**src/inc/tmc_pkg.sv**
```systemverilog
// Package with register map, field layout, modes and timing constants of the timer mode and clock control.
// Functional notes
// - Nonzero channel B output mode drives its pin only when direction selects output, the wave mode is not reserved and, in PWM, the mode is 10 or 11.
// - Non-PWM modes: 00 off, 01 toggle, 10 clear, 11 set on match.
// - Fast PWM: 10 clear on match set at bottom, 11 inverse, 01 reserved.
// - Phase correct: 10 clear on up match set on down, 11 inverse, 01 reserved.
// - In PWM, compare B equal to TOP with upper bit set acts at TOP.
// - Reserved bits 3:2 of control A and 5:4 of control B read zero.
// - Wave mode from control A bits 1:0 and control B bit 3; 4, 6 reserved.
// - TOP is 0xFF or compare A; compare values update immediately, at TOP or bottom.
// - Overflow flag sets at MAX in 0,2,3, bottom in 1,5, TOP in 7.
// - A channel B force strobe in a non-PWM mode applies an immediate match using current output mode bits.
// - A forced match sets no flag, raises no interrupt, never clears the counter.
// - Force strobe bits always read as zero.
// - Clock select: stop, undivided, divide 8/64/256/1024, pin falling, pin rising.
// - External pin edges count even when that pin is an output.
// - Compare values are compared with the counter continuously.
// - A counter write suppresses the compare match on the next timer tick.
package tmc_pkg;
  localparam logic [7:0] TMC_OFS_CTRL_A  = 8'h24;
  localparam logic [7:0] TMC_OFS_CTRL_B  = 8'h25;
  localparam logic [7:0] TMC_OFS_COUNT   = 8'h26;
  localparam logic [7:0] TMC_OFS_CMP_A   = 8'h27;
  localparam logic [7:0] TMC_OFS_CMP_B   = 8'h28;
  localparam logic [7:0] TMC_OFS_STATUS  = 8'h29;
  localparam logic [7:0] TMC_OFS_MASK    = 8'h2A;
  localparam logic [7:0] TMC_CTRL_A_MASK = 8'hF3;
  localparam logic [7:0] TMC_CTRL_B_MASK = 8'h0F;
  localparam logic [7:0] TMC_RESET_VAL   = 8'h00;
  localparam logic [7:0] TMC_MAX         = 8'hFF;
  localparam logic [7:0] TMC_BOTTOM      = 8'h00;
  localparam int         TMC_OMB_HI      = 5;
  localparam int         TMC_OMB_LO      = 4;
  localparam int         TMC_WGH_BIT     = 3;
  localparam int         TMC_FOA_BIT     = 7;
  localparam int         TMC_FOB_BIT     = 6;
  localparam int         TMC_ST_OVF      = 0;
  localparam int         TMC_ST_MA       = 1;
  localparam int         TMC_ST_MB       = 2;
  localparam int         TMC_ST_W        = 3;
  localparam logic [10:0] TMC_DIV8       = 11'd7;
  localparam logic [10:0] TMC_DIV64      = 11'd63;
  localparam logic [10:0] TMC_DIV256     = 11'd255;
  localparam logic [10:0] TMC_DIV1024    = 11'd1023;
  typedef enum logic [2:0] {
    TMC_CS_STOP = 3'h0, TMC_CS_DIV1 = 3'h1, TMC_CS_DIV8 = 3'h2, TMC_CS_DIV64 = 3'h3,
    TMC_CS_DIV256 = 3'h4, TMC_CS_DIV1024 = 3'h5, TMC_CS_EXT_FALL = 3'h6, TMC_CS_EXT_RISE = 3'h7
  } tmc_clk_sel_t;
  typedef enum logic [2:0] {
    TMC_WG_NORMAL = 3'h0, TMC_WG_PC_FF = 3'h1, TMC_WG_CTC = 3'h2, TMC_WG_FAST_FF = 3'h3,
    TMC_WG_RES4 = 3'h4, TMC_WG_PC_OCA = 3'h5, TMC_WG_RES6 = 3'h6, TMC_WG_FAST_OCA = 3'h7
  } tmc_wave_mode_t;
  typedef enum logic [2:0] {
    TMC_DIR_UP = 3'b001, TMC_DIR_DOWN = 3'b010, TMC_DIR_IDLE = 3'b100
  } tmc_dir_t;
endpackage : tmc_pkg

```
**src/inc/tmc_tick_if.sv**
```systemverilog
// Interface carrying the count tick and clock select between the top and the clock selector.
`timescale 1ns/10ps
interface tmc_tick_if;
  logic [2:0] clock_select;
  logic       ext_count_sync;
  logic       tick;
  modport top (output clock_select, output ext_count_sync, input tick);
  modport sel (input clock_select, input ext_count_sync, output tick);
endinterface : tmc_tick_if

```
**src/verilog/tmc_clk_sel.sv**
```systemverilog
// Clock selector: prescaler, external edge detector and tick multiplexer.
`timescale 1ns/10ps
module tmc_clk_sel (
  input  wire logic core_clk,
  input  wire logic arst_n,
  tmc_tick_if.sel   tk
);
  logic [10:0] pre_q;
  logic        ext_prev_q;
  logic        tick_q;
  logic        rise_w;
  logic        fall_w;
  logic        tick_d;

  // Edge detection on the already synchronised external count input.
  assign rise_w = tk.ext_count_sync & ~ext_prev_q;
  assign fall_w = ~tk.ext_count_sync & ext_prev_q;

  // Tick selection from the prescaler taps or external edges.
  always_comb begin
    unique case (tk.clock_select)
      tmc_pkg::TMC_CS_STOP:     tick_d = 1'b0;
      tmc_pkg::TMC_CS_DIV1:     tick_d = 1'b1;
      tmc_pkg::TMC_CS_DIV8:     tick_d = (pre_q[2:0] == tmc_pkg::TMC_DIV8[2:0]);
      tmc_pkg::TMC_CS_DIV64:    tick_d = (pre_q[5:0] == tmc_pkg::TMC_DIV64[5:0]);
      tmc_pkg::TMC_CS_DIV256:   tick_d = (pre_q[7:0] == tmc_pkg::TMC_DIV256[7:0]);
      tmc_pkg::TMC_CS_DIV1024:  tick_d = (pre_q == tmc_pkg::TMC_DIV1024);
      tmc_pkg::TMC_CS_EXT_FALL: tick_d = fall_w;
      tmc_pkg::TMC_CS_EXT_RISE: tick_d = rise_w;
    endcase
  end

  // Free running prescaler and registered tick.
  always_ff @(posedge core_clk or negedge arst_n) begin
    if (!arst_n) begin
      pre_q      <= 11'h000;
      ext_prev_q <= 1'b0;
      tick_q     <= 1'b0;
    end else begin
      pre_q      <= (pre_q == tmc_pkg::TMC_DIV1024) ? 11'h000 : pre_q + 11'd1;
      ext_prev_q <= tk.ext_count_sync;
      tick_q     <= tick_d;
    end
  end

  assign tk.tick = tick_q;
endmodule : tmc_clk_sel

```
**src/verilog/tmc_top.sv**
```systemverilog
// Timer mode and clock control with APB registers, counter, channel B waveform and interrupt.
`timescale 1ns/10ps
module tmc_top (
  input  wire logic        core_clk,
  input  wire logic        arst_n,
  input  wire logic        psel,
  input  wire logic        penable,
  input  wire logic        pwrite,
  input  wire logic [11:0] paddr,
  input  wire logic [31:0] pwdata,
  output logic      [31:0] prdata,
  output logic             pready,
  output logic             pslverr,
  input  wire logic        ext_count_input,
  input  wire logic        chan_b_dir_out,
  output logic             chan_b_wave_out,
  output logic             chan_b_pin_oe,
  output logic             chan_a_match,
  output logic             irq
);
  logic [7:0] ctrl_a_q;
  logic [7:0] ctrl_b_q;
  logic [7:0] cnt_q;
  logic [7:0] cmp_a_q;
  logic [7:0] cmp_b_q;
  logic [7:0] cmp_a_act_q;
  logic [7:0] cmp_b_act_q;
  logic [tmc_pkg::TMC_ST_W-1:0] status_q;
  logic [tmc_pkg::TMC_ST_W-1:0] mask_q;
  logic       ocb_q;
  logic       oe_q;
  logic       mta_q;
  logic       irq_q;
  logic       blk_q;
  logic       ext_s1_q;
  logic       ext_s2_q;
  logic [31:0] prdata_q;
  logic       pready_q;
  logic       pslverr_q;
  tmc_pkg::tmc_dir_t dir_q;
  tmc_pkg::tmc_dir_t dir_d;
  tmc_tick_if tk ();

  tmc_clk_sel tmc_clk_sel_inst (
    .core_clk (core_clk),
    .arst_n   (arst_n),
    .tk       (tk)
  );

  // Two flip-flop synchroniser; the pin counts whatever its direction.
  always_ff @(posedge core_clk or negedge arst_n) begin
    if (!arst_n) begin
      ext_s1_q <= 1'b0;
      ext_s2_q <= 1'b0;
    end else begin
      ext_s1_q <= ext_count_input;
      ext_s2_q <= ext_s1_q;
    end
  end

  // APB decode and strobes.
  logic       acc_w;
  logic       wr_w;
  logic       rd_w;
  logic [9:0] widx_w;
  logic       hit_w;
  assign acc_w  = psel & penable & ~pready_q;
  assign widx_w = paddr[11:2];
  assign hit_w  = (widx_w >= 10'(tmc_pkg::TMC_OFS_CTRL_A)) && (widx_w <= 10'(tmc_pkg::TMC_OFS_MASK))
                  && (paddr[1:0] == 2'b00);
  assign wr_w   = acc_w & pwrite & hit_w;
  assign rd_w   = acc_w & ~pwrite & hit_w;

  function automatic logic wsel(input logic [9:0] idx, input logic [7:0] ofs);
    wsel = (idx == 10'(ofs));
  endfunction : wsel

  logic wr_a_w, wr_b_w, wr_cnt_w, wr_ca_w, wr_cb_w, wr_msk_w, rd_st_w;
  assign wr_a_w   = wr_w & wsel(widx_w, tmc_pkg::TMC_OFS_CTRL_A);
  assign wr_b_w   = wr_w & wsel(widx_w, tmc_pkg::TMC_OFS_CTRL_B);
  assign wr_cnt_w = wr_w & wsel(widx_w, tmc_pkg::TMC_OFS_COUNT);
  assign wr_ca_w  = wr_w & wsel(widx_w, tmc_pkg::TMC_OFS_CMP_A);
  assign wr_cb_w  = wr_w & wsel(widx_w, tmc_pkg::TMC_OFS_CMP_B);
  assign wr_msk_w = wr_w & wsel(widx_w, tmc_pkg::TMC_OFS_MASK);
  assign rd_st_w  = rd_w & wsel(widx_w, tmc_pkg::TMC_OFS_STATUS);

  // Mode decode.
  tmc_pkg::tmc_wave_mode_t wm_w;
  logic       pc_w;
  logic       fast_w;
  logic       nonpwm_w;
  logic       res_mode_w;
  logic [1:0] omb_w;
  assign wm_w       = tmc_pkg::tmc_wave_mode_t'({ctrl_b_q[tmc_pkg::TMC_WGH_BIT], ctrl_a_q[1:0]});
  assign pc_w       = (wm_w == tmc_pkg::TMC_WG_PC_FF) || (wm_w == tmc_pkg::TMC_WG_PC_OCA);
  assign fast_w     = (wm_w == tmc_pkg::TMC_WG_FAST_FF) || (wm_w == tmc_pkg::TMC_WG_FAST_OCA);
  assign nonpwm_w   = (wm_w == tmc_pkg::TMC_WG_NORMAL) || (wm_w == tmc_pkg::TMC_WG_CTC);
  assign res_mode_w = (wm_w == tmc_pkg::TMC_WG_RES4) || (wm_w == tmc_pkg::TMC_WG_RES6);
  assign omb_w      = ctrl_a_q[tmc_pkg::TMC_OMB_HI:tmc_pkg::TMC_OMB_LO];

  // TOP is compare A in CLEAR_ON_MATCH_MODE, mode 5 and mode 7, else MAX.
  logic [7:0] top_sel_w;
  assign top_sel_w = (wm_w == tmc_pkg::TMC_WG_CTC || wm_w == tmc_pkg::TMC_WG_PC_OCA
                      || wm_w == tmc_pkg::TMC_WG_FAST_OCA) ? cmp_a_q : tmc_pkg::TMC_MAX;

  // Counter events, compared continuously against the active compare values.
  logic tick_w, at_top_w, at_bot_w, m_a_w, m_b_w, ovf_w, cnt_wrap_w, top_rule_w;
  assign tick_w     = tk.tick & ~res_mode_w;
  assign at_top_w   = (cnt_q == top_sel_w);
  assign at_bot_w   = (cnt_q == tmc_pkg::TMC_BOTTOM);
  assign m_a_w      = tick_w & ~blk_q & (cnt_q == cmp_a_act_q);
  assign m_b_w      = tick_w & ~blk_q & (cnt_q == cmp_b_act_q);
  assign top_rule_w = (pc_w | fast_w) & omb_w[1] & (cmp_b_act_q == top_sel_w);
  assign cnt_wrap_w = at_top_w & ~pc_w;
  assign ovf_w = tick_w & (((wm_w == tmc_pkg::TMC_WG_NORMAL || wm_w == tmc_pkg::TMC_WG_CTC
                  || wm_w == tmc_pkg::TMC_WG_FAST_FF) && cnt_q == tmc_pkg::TMC_MAX)
                  || (pc_w && at_bot_w && dir_q == tmc_pkg::TMC_DIR_DOWN)
                  || (wm_w == tmc_pkg::TMC_WG_FAST_OCA && at_top_w));

  // Count direction state for phase correct counting.
  always_comb begin
    dir_d = dir_q;
    unique case (dir_q)
      tmc_pkg::TMC_DIR_UP:   if (tick_w && pc_w && at_top_w) dir_d = tmc_pkg::TMC_DIR_DOWN;
      tmc_pkg::TMC_DIR_DOWN: if (tick_w && (!pc_w || at_bot_w)) dir_d = tmc_pkg::TMC_DIR_UP;
      tmc_pkg::TMC_DIR_IDLE: dir_d = tmc_pkg::TMC_DIR_UP;
      default:               dir_d = tmc_pkg::TMC_DIR_UP;
    endcase
  end

  // Next waveform level for channel B.
  logic force_b_w, upd_w, ocb_d;
  assign force_b_w = wr_b_w & pwdata[tmc_pkg::TMC_FOB_BIT] & nonpwm_w;
  assign upd_w = (nonpwm_w) | (pc_w & tick_w & at_top_w) | (fast_w & tick_w & at_bot_w);
  always_comb begin
    ocb_d = ocb_q;
    if (nonpwm_w && (m_b_w || force_b_w)) begin
      unique case (omb_w)
        2'b01:   ocb_d = ~ocb_q;
        2'b10:   ocb_d = 1'b0;
        2'b11:   ocb_d = 1'b1;
        default: ocb_d = ocb_q;
      endcase
    end else if (fast_w && omb_w[1] && tick_w) begin
      if (m_b_w && !top_rule_w) ocb_d = omb_w[0];
      else if (top_rule_w && at_top_w) ocb_d = ~omb_w[0];
      else if (at_bot_w && !top_rule_w) ocb_d = ~omb_w[0];
    end else if (pc_w && omb_w[1] && tick_w) begin
      if (top_rule_w && at_top_w) ocb_d = ~omb_w[0];
      else if (m_b_w && !top_rule_w) ocb_d = (dir_q == tmc_pkg::TMC_DIR_UP) ? omb_w[0] : ~omb_w[0];
    end
  end

  // Pin takes the waveform only in a legal mode and encoding with direction set to output.
  logic oe_d;
  assign oe_d = (omb_w != 2'b00) & chan_b_dir_out & ~res_mode_w
                & (nonpwm_w | omb_w[1]);

  // Control registers; force bits are strobes and never stored.
  always_ff @(posedge core_clk or negedge arst_n) begin
    if (!arst_n) begin
      ctrl_a_q <= tmc_pkg::TMC_RESET_VAL;
      ctrl_b_q <= tmc_pkg::TMC_RESET_VAL;
      cmp_a_q  <= tmc_pkg::TMC_RESET_VAL;
      cmp_b_q  <= tmc_pkg::TMC_RESET_VAL;
      mask_q   <= '0;
    end else begin
      if (wr_a_w) ctrl_a_q <= pwdata[7:0] & tmc_pkg::TMC_CTRL_A_MASK;
      if (wr_b_w) ctrl_b_q <= pwdata[7:0] & tmc_pkg::TMC_CTRL_B_MASK;
      if (wr_ca_w) cmp_a_q <= pwdata[7:0];
      if (wr_cb_w) cmp_b_q <= pwdata[7:0];
      if (wr_msk_w) mask_q <= pwdata[tmc_pkg::TMC_ST_W-1:0];
    end
  end

  // Counter, active compare values, waveform and direction.
  always_ff @(posedge core_clk or negedge arst_n) begin
    if (!arst_n) begin
      cnt_q       <= tmc_pkg::TMC_RESET_VAL;
      cmp_a_act_q <= tmc_pkg::TMC_RESET_VAL;
      cmp_b_act_q <= tmc_pkg::TMC_RESET_VAL;
      dir_q       <= tmc_pkg::TMC_DIR_IDLE;
      blk_q       <= 1'b0;
      ocb_q       <= 1'b0;
      oe_q        <= 1'b0;
      mta_q       <= 1'b0;
    end else begin
      dir_q <= dir_d;
      ocb_q <= ocb_d;
      oe_q  <= oe_d;
      mta_q <= m_a_w;
      if (upd_w) begin
        cmp_a_act_q <= cmp_a_q;
        cmp_b_act_q <= cmp_b_q;
      end
      if (wr_cnt_w) blk_q <= 1'b1;
      else if (tick_w) blk_q <= 1'b0;
      if (wr_cnt_w) cnt_q <= pwdata[7:0];
      else if (tick_w) begin
        if (pc_w) cnt_q <= (dir_d == tmc_pkg::TMC_DIR_DOWN) ? cnt_q - 8'd1 : cnt_q + 8'd1;
        else if (cnt_wrap_w) cnt_q <= tmc_pkg::TMC_BOTTOM;
        else cnt_q <= cnt_q + 8'd1;
      end
    end
  end

  // Sticky status, cleared by a status read; a new event wins over the clear.
  logic [tmc_pkg::TMC_ST_W-1:0] ev_w;
  assign ev_w = {m_b_w, m_a_w, ovf_w};
  always_ff @(posedge core_clk or negedge arst_n) begin
    if (!arst_n) begin
      status_q <= '0;
      irq_q    <= 1'b0;
    end else begin
      status_q <= (rd_st_w ? '0 : status_q) | ev_w;
      irq_q    <= |(((rd_st_w ? '0 : status_q) | ev_w) & mask_q);
    end
  end

  // Read data mux; reserved and strobe bits read zero.
  logic [31:0] rmux_w;
  always_comb begin
    rmux_w = 32'h0000_0000;
    if (wsel(widx_w, tmc_pkg::TMC_OFS_CTRL_A)) rmux_w[7:0] = ctrl_a_q;
    if (wsel(widx_w, tmc_pkg::TMC_OFS_CTRL_B)) rmux_w[7:0] = ctrl_b_q;
    if (wsel(widx_w, tmc_pkg::TMC_OFS_COUNT))  rmux_w[7:0] = cnt_q;
    if (wsel(widx_w, tmc_pkg::TMC_OFS_CMP_A))  rmux_w[7:0] = cmp_a_q;
    if (wsel(widx_w, tmc_pkg::TMC_OFS_CMP_B))  rmux_w[7:0] = cmp_b_q;
    if (wsel(widx_w, tmc_pkg::TMC_OFS_STATUS)) rmux_w[tmc_pkg::TMC_ST_W-1:0] = status_q;
    if (wsel(widx_w, tmc_pkg::TMC_OFS_MASK))   rmux_w[tmc_pkg::TMC_ST_W-1:0] = mask_q;
  end

  // APB answer one cycle after the access phase begins.
  always_ff @(posedge core_clk or negedge arst_n) begin
    if (!arst_n) begin
      prdata_q  <= 32'h0000_0000;
      pready_q  <= 1'b0;
      pslverr_q <= 1'b0;
    end else begin
      pready_q  <= acc_w;
      pslverr_q <= acc_w & ~hit_w;
      if (acc_w) prdata_q <= (hit_w && !pwrite) ? rmux_w : 32'h0000_0000;
    end
  end

  assign tk.clock_select   = ctrl_b_q[2:0];
  assign tk.ext_count_sync = ext_s2_q;
  assign prdata            = prdata_q;
  assign pready            = pready_q;
  assign pslverr           = pslverr_q;
  assign chan_b_wave_out   = ocb_q;
  assign chan_b_pin_oe     = oe_q;
  assign chan_a_match      = mta_q;
  assign irq               = irq_q;
endmodule : tmc_top

```
**config.mk**
```make
export PLATFORM = sky130hd
export DESIGN_NAME = tmc_top
export DESIGN_NICKNAME = d
export VERILOG_FILES = /design/src/inc/tmc_pkg.sv /design/src/inc/tmc_tick_if.sv /design/src/verilog/tmc_clk_sel.sv /design/src/verilog/tmc_top.sv
export SDC_FILE = /design/constraint.sdc
export NUM_CORES = 1
export LEC_CHECK = 0
export BUFFER_PORTS_ARGS = -buffer_cell sky130_fd_sc_hd__buf_4
export CAP_MARGIN = 20
export CORE_AREA = 4 4 102 104
export CTS_CLUSTER_SIZE = 8
export DETAILED_ROUTE_END_ITERATION = 7
export DIE_AREA = 0 0 106 108
export PLACE_DENSITY = 0.78
export SLEW_MARGIN = 15
export SYNTH_ARGS = -nofsm -noshare
export SYNTH_HDL_FRONTEND = slang
export SYNTH_SLANG_ARGS = --single-unit
```
**constraint.sdc**
```tcl
create_clock -name core_clk -period 2.8 [get_ports core_clk]
set_input_delay 0.56 -clock core_clk [delete_from_list [all_inputs] [get_ports core_clk]]
set_output_delay 0.56 -clock core_clk [all_outputs]
set_load 0.01 [all_outputs]
```
# Yosys cells after proc, flatten, opt, wreduce, memory -nomap -nowiden

Cells that the tools add are included.

Muxes and demuxes: 32
Bitwise gates (word level): 49
Add/subtract/negate cells: 3
Reductions and logical operators: 43
Order comparisons: 2
Eq/ne operators: 37

Operators by type and width:

| operator              | count |
|---|---|
| $mux 8                | 12 |
| $eq 10x6->1 const B   | 7 |
| $and 1x1->1           | 33 |
| $eq 8x8->1            | 4 |
| $eq 3x3->1 const B    | 9 |
| $eq 3x2->1 const B    | 6 |
| $logic_and 1x1->1     | 18 |
| $eq 8x8->1 const B    | 2 |
| $mux 3                | 5 |
| $add 11x1->11 const B | 1 |
| $eq 11x10->1 const B  | 1 |
| $logic_or 1x1->1      | 11 |
| $mux 1                | 11 |
| $mux 11               | 1 |
| $ge 10x6->1 const B   | 1 |
| $le 10x6->1 const B   | 1 |
| $not 1->1             | 10 |
| $eq 3x1->1 const B    | 3 |
| $add 8x1->8 const B   | 1 |
| $logic_not 8->1       | 1 |
| $pmux 1 s8            | 1 |
| $reduce_bool 4->1     | 2 |
| $sub 8x1->8 const B   | 1 |
| $eq 6x6->1 const B    | 1 |
| 15 further kinds      | 23 |

Output and inout bits: 38
Logic and storage cells: 189
Bits of input ports: 51
Bits in registers: 113

# Logic depth before layout (Yosys ltp)

Gate-level depths: netlist (run 1).

Word-level depth: 13
Mapped depth: 11
Mapped depth without buffers: 9

# By module

From an unflattened synthesis (run 1), not the netlist that was laid out.

Cells, all modules: 538
Area, all modules: 5,217.5 um^2

Modules (own cells, without submodules):

| module      | instances | area each (um^2) | cells each | seq. area each (um^2) |
|---|---|---|---|---|
| tmc_top     | 1         | 4,603.2          | 485        | 1,903.1 |
| tmc_clk_sel | 1         | 614.3            | 53         | 325.3 |

# Worst setup path after synthesis (run 1)

Ideal clock, no wire load.

Kind: input port to flip-flop
Start point: input paddr[11]
End point: register cnt_q[3]
Stages: 9
Required time: 2.674 ns
Arrival: 2.305 ns
Slack: 0.369 ns
Library setup time: 0.126 ns
Buffers on the path: 1
Cells stage by stage: nor4_2 -> o2111ai_1 -> nor3_2 -> nand3_1 -> o221ai_1 -> buf_2 -> nor2_1 -> o21a_1 -> a221o_1

Cells in the longest elaborated chain, start to end: 6
Elaborated cells between the ends (all ways): 9
Classes of those cells: order compare (2); eq/ne (1); mux (1); bitwise (2); reduce/logical (3)

Ends and longest elaborated chain:

| what                                        | RTL line       | source |
|---|---|---|
| start, declared                             | tmc_top.sv:9   | `input wire logic [11:0] paddr,` |
| $ge 10x6->1 or $le 10x6->1 (tied branches)  | tmc_top.sv:69  | `assign hit_w = (widx_w >= 10'(tmc_pkg::TMC_OFS_CTRL_A)) && (widx_w <= 10'(tmc_pkg::TMC_OFS_MASK))` |
| $logic_and 1x1->1                           | tmc_top.sv:69  |  |
| $logic_and 1x1->1                           | tmc_top.sv:70  | `&& (paddr[1:0] == 2'b00);` |
| $and 1x1->1                                 | tmc_top.sv:71  | `assign wr_w = acc_w & pwrite & hit_w;` |
| $and 1x1->1 (*)                             | tmc_top.sv:81  | `assign wr_cnt_w = wr_w & wsel(widx_w, tmc_pkg::TMC_OFS_COUNT);` |
| $mux 8 or $reduce_bool 2->1 (tied branches) | n/a            |  |
| end signal, assigned                        | tmc_top.sv:198 | `if (wr_cnt_w) cnt_q <= pwdata[7:0];` |
| end signal, assigned                        | tmc_top.sv:200 | `if (pc_w) cnt_q <= (dir_d == tmc_pkg::TMC_DIR_DOWN) ? cnt_q - 8'd1 : cnt_q + 8'd1;` |
| end signal, assigned                        | tmc_top.sv:201 | `else if (cnt_wrap_w) cnt_q <= tmc_pkg::TMC_BOTTOM;` |
| end, declared                               | tmc_top.sv:23  | `logic [7:0] cnt_q;` |

Mark *: on every way between the ends. The rest lies on a longest branch, timed or not.
A chain may end at the register's enable or synchronous reset.

# Worst setup path in the final report (run 1)

Start point: register ctrl_a_q[0]
End point: register cmp_a_act_q[7]

Cells in the longest elaborated chain, start to end: 8
Elaborated cells between the ends (all ways): 24
Classes of those cells: eq/ne (8); mux (1); bitwise (8); reduce/logical (7)

Ends and longest elaborated chain:

| what                                          | RTL line                       | source |
|---|---|---|
| start, declared                               | tmc_top.sv:21                  | `logic [7:0] ctrl_a_q;` |
| start signal, assigned                        | tmc_top.sv:162                 | `ctrl_a_q <= tmc_pkg::TMC_RESET_VAL;` |
| start signal, assigned                        | tmc_top.sv:168                 | `if (wr_a_w) ctrl_a_q <= pwdata[7:0] & tmc_pkg::TMC_CTRL_A_MASK;` |
| $eq 3x2->1 (tied with other cells)            | tmc_top.sv:97, tmc_top.sv:103  |  |
| $logic_or 1x1->1 (on tied branches)           | tmc_top.sv:103, tmc_top.sv:98  |  |
| $logic_or 1x1->1 or $not 1->1 (tied branches) | tmc_top.sv:104, tmc_top.sv:108 |  |
| $mux 8 or $and 1x1->1 (tied branches)         | tmc_top.sv:104, tmc_top.sv:108 |  |
| $eq 8x8->1 or $and 1x1->1 (tied branches)     | tmc_top.sv:109, tmc_top.sv:134 |  |
| $and 1x1->1                                   | tmc_top.sv:134                 | `assign upd_w = (nonpwm_w) \| (pc_w & tick_w & at_top_w) \| (fast_w & tick_w & at_bot_w);` |
| $or 1x1->1                                    | tmc_top.sv:134                 |  |
| $or 1x1->1 (*)                                | tmc_top.sv:134                 |  |
| end signal, assigned                          | tmc_top.sv:180                 | `cmp_a_act_q <= tmc_pkg::TMC_RESET_VAL;` |
| end signal, assigned                          | tmc_top.sv:193                 | `cmp_a_act_q <= cmp_a_q;` |
| end, declared                                 | tmc_top.sv:26                  | `logic [7:0] cmp_a_act_q;` |

Marks and branches as above.

==> key figures, run 1 <==
Placed design
  • Final HPWL DP: 9873 um
  • PortBufs: 40
  • Post-place setup slack: 0.07201 ns
  • GPL Wtd Cong: 0.9889
  • Area post-placement: around 5800 sq um

Clocking
  • Clock buffer depth: 2
  • Root Buffer Master: clkbuf_8
  • Clock Sinks: 89
  • Cts hold-fix bufs: 0
  • Number of CTS-inserted buffers: 9
  • Clk slew on worst S/H paths: 0.09 ns
  • Clk Latency, worst-skew pair: 0.38 ns
  • H-tree Lvls: 3
  • TritonCTS clock tree: yes

Setup path
  • Critical path, cell by cell: or3b_1, a22oi_1, o22ai_1, nand4_2, o21ai_1, a31oi_4, mux2_1
  • Required @ worst endpoint: 3.06 ns
  • Critical Path Source Type: register
  • Flop-to-flop setup slack: 0.11 ns
  • Slowest cell on the critical path: a31oi_4
  • CP Max Fanout: 16
  • R2r worst-path depth: 7
  • Crit path DAT: 2.94 ns
  • Max stage delay on crit path: 0.55 ns
  • CP Capture Type: register
  • Worst r2r dst: cmp_a_act_q[7]
  • R2R Path Start: ctrl_a_q[0]
  • Worst Setup Path Type: reg2reg

Routing
  • Antenna-violating nets left: 0
  • Routed WL: approximately 13000 um
  • Post-route DRC violation count: 0
  • Vias per cell: 5.950
  • Pre-Repair DR Iteration Count: 4
  • Initial DRC Count: 410
  • Via count: ~4300
  • Post-DR wirelength/cell: 18.80 um

Global routing
  • Final global-route overflow total: 0
  • First-pass GRT wire length: 21440 um
  • Initial antenna violation count: 0
  • Largest net degree at the start of global routing: 47
  • Gr usage total: 24.29%
  • Vias in the first global route: about 4000

Power and ir drop
  • Static leakage: 2.778 nW
  • Pwr/cell area: 380.4 nW/um^2
  • Design Power: 2.297 mW
  • Seq pwr share: 56.2%
  • Net Sw Power: between 0.5 and 0.6 mW
  • Switch share: about a quarter
  • Clock network power share: 38.3%
  • Combinational share of power: 5.4%
  • Maximum VDD drop: 311.8 uV
  • Internal power: 1.697 mW

Cells and area
  • Proportion of layout cells with a drive suffix above 1: 22.81%
  • Final Util: 63.23%
  • Final Cell Area: 6038 sq um
  • Fill cells: 788
  • NumNets Final: about 640
  • Area occupied by multi-input gates: 2859 sq um
  • Syn-to-layout area delta: 13.10%
  • Antenna Cells: 0
  • Register area: 2230 sq um

STA
  • Slew HR: 52.53%
  • # setup viols final: 0
  • Period utilisation layout: a little over nine tenths
  • Max Freq: 372.0 MHz
  • Post-route setup slack: approximately 0.11 ns
  • Fin. max-slew vios: 0
  • RSZ-0062 raised after global routing: yes
  • Hold WS: between 0.15 and 0.2 ns
  • Clock skew: between 0.007 and 0.008 ns
  • Worst slew pin tran: 0.7055 ns
  • Final Hold Vio Count: 0
  • Final worst path period need: 2.688 ns

Synth
  • Most numerous cell in the Yosys netlist: dfrtp_1
  • Simple-Gate Fraction of Synth Area: a little under a fifth
  • Seq/Total Area, Yosys: 41.74%
  • Post-synthesis compound-gate area fraction: 13.08%
  • Netlist cell types: 75
  • Yosys top cell area share: 41.25%
  • EDFF count, synth: 0
  • Mapped cell area: 5339 sq um
  • Synth Flop Type: dfrtp_1
  • Yosys reg bits: 89
  • Mapped Cells: roughly 520
  • Main combinational cell family by area after synthesis: simple AND/OR/NAND/NOR gates
  • Top cells by instance count after synthesis: dfrtp_1 (88), nand2_1 (40), nor2_1 (32)
  • Ys async rst share: 100.0%
  • Syn avg cell area: 10.21 sq um
  • Post-synth top area cell: dfrtp_1
  • Proportion of synthesized area in mux cells: 12.66%
  • Synth Area in XOR/XNOR: just over 5%
  • Synth Warn #: 0
  • Adder-Cell Fraction of Synth Area: 1.640%
  • Area contributors post-synth: dfrtp_1 (41%), mux2_1 (5.5%), mux2_2 (4.6%)

Hold path
  • Hold WC Path Type: in2async

Floorplan
  • DIE HEIGHT: 108 um
  • # IOs: 89
  • Die W: 106 um
  • Row cnt: 36
  • Total die area: approximately 11000 sq um
  • Core footprint: 9549 sq um
  • Starting Density: 55.91%

Run status
  • Outcome: complete, no violations

Job
  • Max cap viols: 0
[cells by family after synthesis]
group / after synthesis
fa+ha+maj: 7
other cells: 1
mux: 59
xor+xnor: 31
simple gates: 175
flops: 89
compound gates: 99
buf+inv: 62
[placed cells by master, fill, tap and decap left out, types with 16 or more instances in the layout]
cell	synthesis	routed
buf_4	25	71
conb_1	1	25
dfrtp_1	88	87
mux2_1	26	26
mux2_2	22	22
nand2_1	40	40
nand3_1	16	16
nor2_1	32	32
o21ai_0	24	24
xnor2_1	28	28
[state kept, by name, summed over array words and instances (netlist names)]
signal / flops
mask_q: 3
cmp_b_q: 8
chan_a_match: 1
tmc_clk_sel_inst.ext_prev_q: 1
ext_s2_q: 1
irq: 1
cmp_b_act_q: 8
cnt_q: 8
status_q: 3
blk_q: 1
ctrl_a_q: 6
ctrl_b_q: 4
dir_q: 3
pready: 1
tmc_clk_sel_inst.pre_q: 11
ext_s1_q: 1
prdata: 8
chan_b_pin_oe: 1
chan_b_wave_out: 1
cmp_a_q: 8
tmc_clk_sel_inst.tk.tick: 1
pslverr: 1
cmp_a_act_q: 8
[power by group through the flow]
stage               Combinational (mW)  Sequential, mW  Clock [mW]
finish                           0.125            1.29       0.880
global route                     0.137            1.29       0.953
CTS                              0.126            1.29       0.896
detailed placement               0.125            1.32           0
global placement                 0.123            1.32           0
floorplan                       0.0677            1.32           0
[routing by layer]
layer / vias up / global-route usage [%] / wire [um]
li1: 1962 / - / -
met1: 2094 / 33.60 / 5824
met2: 177 / 38.07 / 6301
met3: 27 / 4.358 / 943
met4: 0 / 9.991 / 390
met5: - / 0 / 0
[cell type report]
cell class                      instances  share of cell area, %
Multi-Input combinational cell        397                  47.35
Inverter                                9                 0.5595
Clock buffer                           10                  2.279
Tap cell                              133                  2.756
Clock inverter                          6                 0.9739
Sequential cell                        89                  36.93
Timing Repair Buffer                   72                  9.159
[per-stage QoR]
step	std cells	setup TNS (ns)
CTS	714	0
floorplan	547	0
finish	716	0
global route	716	-0.3992
detailed placement	698	0
global placement	698	0
[critical path, delay by kind of cell (launching register included)]
family / cells / cell delay (ns)
compound gates: 4 / 1.03
simple gates: 2 / 0.66
flops: 1 / 0.48
mux: 1 / 0.39
[worst max-delay path by stage]
stage	cells after the start	slack, ns	endpoint	start
2_1_floorplan	9	0.37	cnt_q[3]	paddr[11]
3_3_place_gp	7	0.09	cmp_b_act_q[7]	ctrl_b_q[3]
3_5_place_dp	7	0.07	cmp_a_act_q[3]	ctrl_b_q[3]
4_1_cts	7	0.05	cmp_a_act_q[3]	ctrl_b_q[3]
5_1_grt	7	-0.05	cmp_a_act_q[3]	ctrl_a_q[0]
6_report	7	0.11	cmp_a_act_q[7]	ctrl_a_q[0]
[timing repair]
item                                    4_1_cts  5_1_grt
setup buffers                                 0        1
endpoints found under the setup margin        0       22
resized for setup                             0        2
Power figures use the tool's default switching activity.
==> run 2, diff against run 1 <==
--- a/config.mk
+++ b/config.mk
@@ -7,11 +7,14 @@
 export LEC_CHECK = 0
 export BUFFER_PORTS_ARGS = -buffer_cell sky130_fd_sc_hd__buf_4
 export CAP_MARGIN = 20
-export CORE_AREA = 4 4 102 104
+export CELL_PAD_IN_SITES_DETAIL_PLACEMENT = 0
+export CELL_PAD_IN_SITES_GLOBAL_PLACEMENT = 1
+export CORE_AREA = 4 4 116 118
 export CTS_CLUSTER_SIZE = 8
 export DETAILED_ROUTE_END_ITERATION = 7
-export DIE_AREA = 0 0 106 108
-export PLACE_DENSITY = 0.78
+export DIE_AREA = 0 0 120 122
+export GPL_TIMING_DRIVEN = 0
+export PLACE_DENSITY = 0.77
 export SLEW_MARGIN = 15
 export SYNTH_ARGS = -nofsm -noshare
 export SYNTH_HDL_FRONTEND = slang
==> run 2 against run 1 <==
  * Largest cell class unchanged
  * Largest power group unchanged
  * Flip-flop and latch count unchanged
  * Final cell count up 9.2%
  * Final area up 4.7%
  * Sequential share of layout area down 1.7 points
==> key figures, run 2 (synthesis gave the netlist of run 1 again) <==
Setup path
  • Worst Setup Path Type: reg2reg
  • CP bufs+invs: 0
  • Max stage delay on crit path: slightly above 0.6 ns
  • Slowest cell on the critical path: or4_4
  • CP Max Fanout: 6
  • CP Capture Type: register
  • Required @ worst endpoint: between 3 and 4 ns
  • Crit path DAT: 2.90 ns
  • Critical path, cell by cell: or4_4, nor4b_4, a21oi_2, nand2_2, o21ai_2, nor3_1, o31ai_1, a221o_1
  • Top delay family on crit path: simple AND/OR/NAND/NOR gates
  • Critical Path Source Type: register
  • Flop-to-flop setup slack: 0.14 ns

STA
  • Final worst path period need: ~2.7 ns
  • Worst slew pin tran: 0.6443 ns
  • Slew HR: 56.89%
  • Final Hold Vio Count: 0
  • Post-route setup slack: 0.1377 ns
  • Fin. max-slew vios: 0
  • Clock skew: 0.01002 ns
  • Period utilisation layout: 95.08%
  • # setup viols final: 0
  • Max Freq: 375.6 MHz

Global routing
  • Final global-route overflow total: 0
  • Initial antenna violation count: 0
  • Vias in the first global route: 4199
  • Largest net degree at the start of global routing: between 40 and 50
  • First-pass GRT wire length: 22630 um
  • Gr usage total: 20.07%

Floorplan
  • Die W: 120 um
  • Core footprint: 12470 sq um
  • # IOs: between 80 and 90
  • Row cnt: 41
  • Total die area: 14640 sq um
  • Starting Density: 42.83%
  • DIE HEIGHT: 122 um

Cells and area
  • Proportion of layout cells with a drive suffix above 1: between 20% and 30%
  • Antenna Cells: 0
  • Syn-to-layout area delta: 18.37%
  • Fill cells: between 1000 and 1500
  • Most frequent cells in the layout: dfrtp_1 (88), buf_4 (71), nand2_1 (40)
  • NumNets Final: between 600 and 700
  • Commonest non-fill, non-tap cell in the layout: dfrtp_1
  • Largest register by flop count: tmc_clk_sel_inst.pre_q
  • Max reg flops: 11

Job
  • Max cap viols: 0

Power and ir drop
  • Internal power: 1.962 mW
  • Clock network power share: 44.1%
  • Maximum VDD drop: 287.2 uV
  • Static leakage: 2.908 nW
  • Pwr/cell area: roughly 410 nW/um^2
  • Combinational share of power: 6.0%
  • Seq pwr share: 49.9%
  • Switch share: 24.29%
  • Net Sw Power: 0.6298 mW
  • Design Power: 2.592 mW

Routing
  • Post-route DRC violation count: 0
  • Antenna-violating nets left: 0
  • Vias per cell: 5.467
  • Via count: 4275
  • Initial DRC Count: 267
  • Post-DR wirelength/cell: around 18 um
  • Routed WL: around 14000 um
  • Pre-Repair DR Iteration Count: 5

Clocking
  • H-tree Lvls: 3
  • Clk slew on worst S/H paths: roughly 0.07 ns
  • Clock Sinks: 89
  • Clock buffer depth: 2
  • Number of CTS-inserted buffers: 9
  • TritonCTS clock tree: yes
  • Clk Latency, worst-skew pair: 0.35 ns
  • Root Buffer Master: clkbuf_16

Hold path
  • Hold WC Path Type: in2async

Run status
  • Outcome: complete, no violations

Placed design
  • GPL Wtd Cong: 0.8928
  • PortBufs: 40
  • Post-place setup slack: -0.2998 ns
  • Final HPWL DP: 10710 um
==> run 2: cell types whose count changed in the layout (fill, tap and decap cells not counted), sizes merged <==
cell      delta
clkinvlp     -1
buf         +12
inv          -2
clkinv       +3
clkbuf      +15
==> run 2: through the flow <==
step | setup TNS, ns | hold WS, ns | util, % | instances | cell area [sq um]
after floorplan | 0 | 0.2644 | - | 547 | 5429
after global placement | -3.526 | 0.3365 | 47.69 | 759 | 5944
after detailed placement | -4.765 | 0.3405 | 47.91 | 760 | 5972
after CTS | 0 | 0.2477 | 50.16 | 777 | 6252
after global routing | -0.01315 | 0.2860 | 50.70 | 782 | 6320
final | 0 | 0.2273 | 50.70 | 782 | 6320
==> run 2: final cells by class <==
type,count,area (sq um),share of cell area [%]
multi-input cells,397,2877,45.52
flip-flops and latches,89,2228,35.26
repair buffers,47,372.9,5.900
plain buffers,52,320.3,5.068
clock buffers,10,229.0,3.623
well taps,172,215.2,3.405
clock inverters,6,43.79,0.6929
inverters,9,33.78,0.5345
==> run 2: power by group through the flow <==
stage | sequential, mW | clock, mW | combinational [mW]
after floorplan | 1.32 | 0 | 0.0677
after global placement | 1.32 | 0 | 0.148
after detailed placement | 1.32 | 0 | 0.155
after CTS | 1.29 | 1.16 | 0.156
after global routing | 1.29 | 1.21 | 0.173
final | 1.29 | 1.14 | 0.156
==> run 2: path summary, 6_finish.rpt <==
kind                                      start        end  cells past startpoint
worst min-delay path                     arst_n   cnt_q[4]                      1
worst max-delay path                   cnt_q[2]   cnt_q[7]                      8
min in group core_clk           ext_count_input   ext_s1_q                      1
max in group asynchronous                arst_n  mask_q[0]                      2
worst max register to register         cnt_q[2]   cnt_q[7]                      8
worst min register to register         ext_s1_q   ext_s2_q                      0
==> run 2: layer usage <==
metal  GRT usage (%)  routed length [um]  vias to the layer above
li1                -                   -                     2024
met3           3.018                 766                       34
met4           9.377                 431                        0
met5               0                   0                        -
met2           32.91                6841                      141
met1           26.23                6284                     2076
==> run 2: repair_timing <==
action                     in CTS  in global routing
cloned                          0                  1
pin swaps                       2                  4
setup endpoints to repair      10                 36
hold buffers                    0                  0
resized for setup               0                  7
setup buffers                   1                  5
==> run 2: worst register-to-register path, delay by kind of cell, from the launching register on <==
family | cells | cell delay [ns]
AO/OA/AOI/OAI | 4 | 0.65
flip-flops | 1 | 0.48
AND/OR/NAND/NOR | 4 | 1.41
==> run 3, diff against run 2 <==
==> constraint.sdc (replaced) <==
create_clock -name core_clk -period 2.66 [get_ports core_clk]
set_input_delay 0.532 -clock core_clk [delete_from_list [all_inputs] [get_ports core_clk]]
set_output_delay 0.532 -clock core_clk [all_outputs]
set_load 0.01 [all_outputs]
==> run 3 against run 2 <==
  * Via count up 0.84%
  * Final area grew 2.3%
  * Power grew 5.2%
  * Sequential power up 5%
  * Clock power grew 5%
  * Die area unchanged
  * First-iteration DRC count shrank 3.7%
  * Final cell count is 0.64% higher
  * Core utilization grew 1.2 points
  * Hold slack worse by 0.026 ns
  * Sequential share of layout area down 0.75 points
  * Largest power group unchanged
  * Highest routed layer unchanged
==> key figures, run 3 (synthesis gave the netlist of run 1 again) <==
Hold path
  • Hold WC Path Type: in2async

Power and ir drop
  • Seq pwr share: between 40% and 50%
  • Net Sw Power: 0.6612 mW
  • Clock network power share: a little over two fifths
  • Static leakage: about 3 nW
  • Pwr/cell area: 421.9 nW/um^2
  • Maximum VDD drop: 300.3 uV
  • Internal power: 2.066 mW
  • Combinational share of power: 6.1%
  • Switch share: between 20% and 30%

Setup path
  • Crit path DAT: 2.81 ns
  • Flop-to-flop setup slack: approximately 0.084 ns
  • R2r worst-path depth: 11
  • CP Capture Type: register
  • Worst Setup Path Type: reg2reg
  • R2R Path Start: ctrl_a_q[0]
  • Critical Path Source Type: register
  • Worst r2r dst: cnt_q[7]
  • CP Max Fanout: 10
  • Required @ worst endpoint: slightly below 3 ns

Placed design
  • Post-place setup slack: -0.4118 ns
  • Dpl cells: 760
  • GPL Wtd Cong: 0.8928
  • PortBufs: 40
  • Final HPWL DP: 10710 um

Floorplan
  • Starting Density: a little over two fifths
  • Total die area: 14640 sq um
  • DIE HEIGHT: 122 um
  • Die W: 120 um
  • Core footprint: 12470 sq um
  • # IOs: 89
  • Row cnt: 41

Global routing
  • Gr usage total: between 20% and 30%
  • First-pass GRT wire length: roughly 23000 um
  • Vias in the first global route: 4201
  • Final global-route overflow total: 0
  • Initial antenna violation count: 0
  • Largest net degree at the start of global routing: 48

Routing
  • Initial DRC Count: 257
  • Vias per cell: 5.478
  • Post-DR wirelength/cell: 18.56 um
  • Antenna-violating nets left: 0
  • Via count: 4311
  • Post-route DRC violation count: 0
  • Pre-Repair DR Iteration Count: 5
  • Routed WL: 14610 um

Cells and area
  • Max reg flops: 11
  • NumNets Final: between 600 and 700
  • Non-Filler Instances: between 700 and 800
  • Antenna Cells: 0
  • Most frequent cells in the layout: dfrtp_1 (86), buf_4 (78), nand2_1 (39)
  • Largest register by flop count: tmc_clk_sel_inst.pre_q
  • Syn-to-layout area delta: 21.09%
  • Proportion of layout cells with a drive suffix above 1: 27.48%
  • Commonest non-fill, non-tap cell in the layout: dfrtp_1

STA
  • Max Freq: roughly 390 MHz
  • Final worst path period need: 2.576 ns
  • Post-route setup slack: 0.08447 ns
  • RSZ-0062 raised after global routing: yes
  • Slew HR: about 56%
  • Final Hold Vio Count: 0
  • Clock skew: between 0.009 and 0.01 ns
  • Fin. max-slew vios: 0
  • # setup viols final: 0
  • Worst slew pin tran: 0.6563 ns
  • Period utilisation layout: between 90 and 100%

Clocking
  • Clk slew on worst S/H paths: 0.07 ns
  • Number of CTS-inserted buffers: 9
  • Root Buffer Master: clkbuf_16
  • Clock buffer depth: 2
  • Clk Latency, worst-skew pair: roughly 0.35 ns
  • TritonCTS clock tree: yes
  • Clock Sinks: 89
  • H-tree Lvls: 3
  • Cts hold-fix bufs: 0

Job
  • Max cap viols: 0

Run status
  • Outcome: complete, no violations
## run 3: through the flow
step           util [%]  hold slack [ns]  power, mW  cell area (sq um)  TNS [ns]
6_report          51.86           0.2010      2.727               6465         0
5_1_grt           51.86           0.2595      2.821               6465  -0.03886
4_1_cts           50.41           0.2197      2.748               6284         0
3_5_place_dp      47.91           0.3405      1.550               5972    -9.611
3_3_place_gp      47.69           0.3365      1.542               5944    -7.909
2_1_floorplan         -           0.2364      1.458               5429         0
## run 3: worst max-delay path by stage
stage | from | end | slack (ns) | depth (start not counted)
floorplan | ctrl_a_q[0] | cmp_b_act_q[5] | 0.23 | 10
global placement | paddr[11] | cnt_q[6] | -0.39 | 9
detailed placement | paddr[11] | cnt_q[6] | -0.41 | 9
CTS | ctrl_b_q[3] | cnt_q[6] | 0.001 | 9
global route | cnt_q[3] | cnt_q[5] | -0.01 | 8
finish | ctrl_a_q[0] | cnt_q[7] | 0.08 | 11
## run 3: final cells by class
cell class	instances	area, sq um
plain buffers	49	320.3
clock buffers	10	229.0
clock inverters	6	43.79
fillers	1168	6001
inverters	9	33.78
multi-input cells	397	2955
flip-flops and latches	89	2231
well taps	172	215.2
repair buffers	55	436.7
## run 3: timing repair
item / in CTS / in global routing
gates resized for setup: 4 / 32
endpoints found under the setup margin: 16 / 37
cloned: 0 / 1
pin swaps: 3 / 11
setup buffers: 3 / 11
## run 3: metal layers
layer	vias up	track usage [%]	routed length, um
li1	2031	-	-
met4	0	9.306	444
met3	32	2.646	642
met2	128	33.16	7092
met5	-	0	0
met1	2120	26.35	6427
## run 3: power by group through the flow
stage	Sequential, mW	Clock (mW)	Combinational [mW]
2_1_floorplan	1.39	0	0.0712
3_3_place_gp	1.39	0	0.156
3_5_place_dp	1.39	0	0.164
4_1_cts	1.36	1.22	0.165
5_1_grt	1.36	1.28	0.184
6_report	1.36	1.20	0.167
## run 3: critical path, cell delays in order (launching register included)
cell      delay, ns
dfrtp_1        0.38
buf_6          0.15
and2_4         0.14
buf_6          0.13
or3_1          0.39
nand3_2        0.14
nand4_4        0.16
o221ai_2       0.29
clkbuf_4       0.26
nor2_1         0.05
o21a_1         0.11
a221o_1        0.26
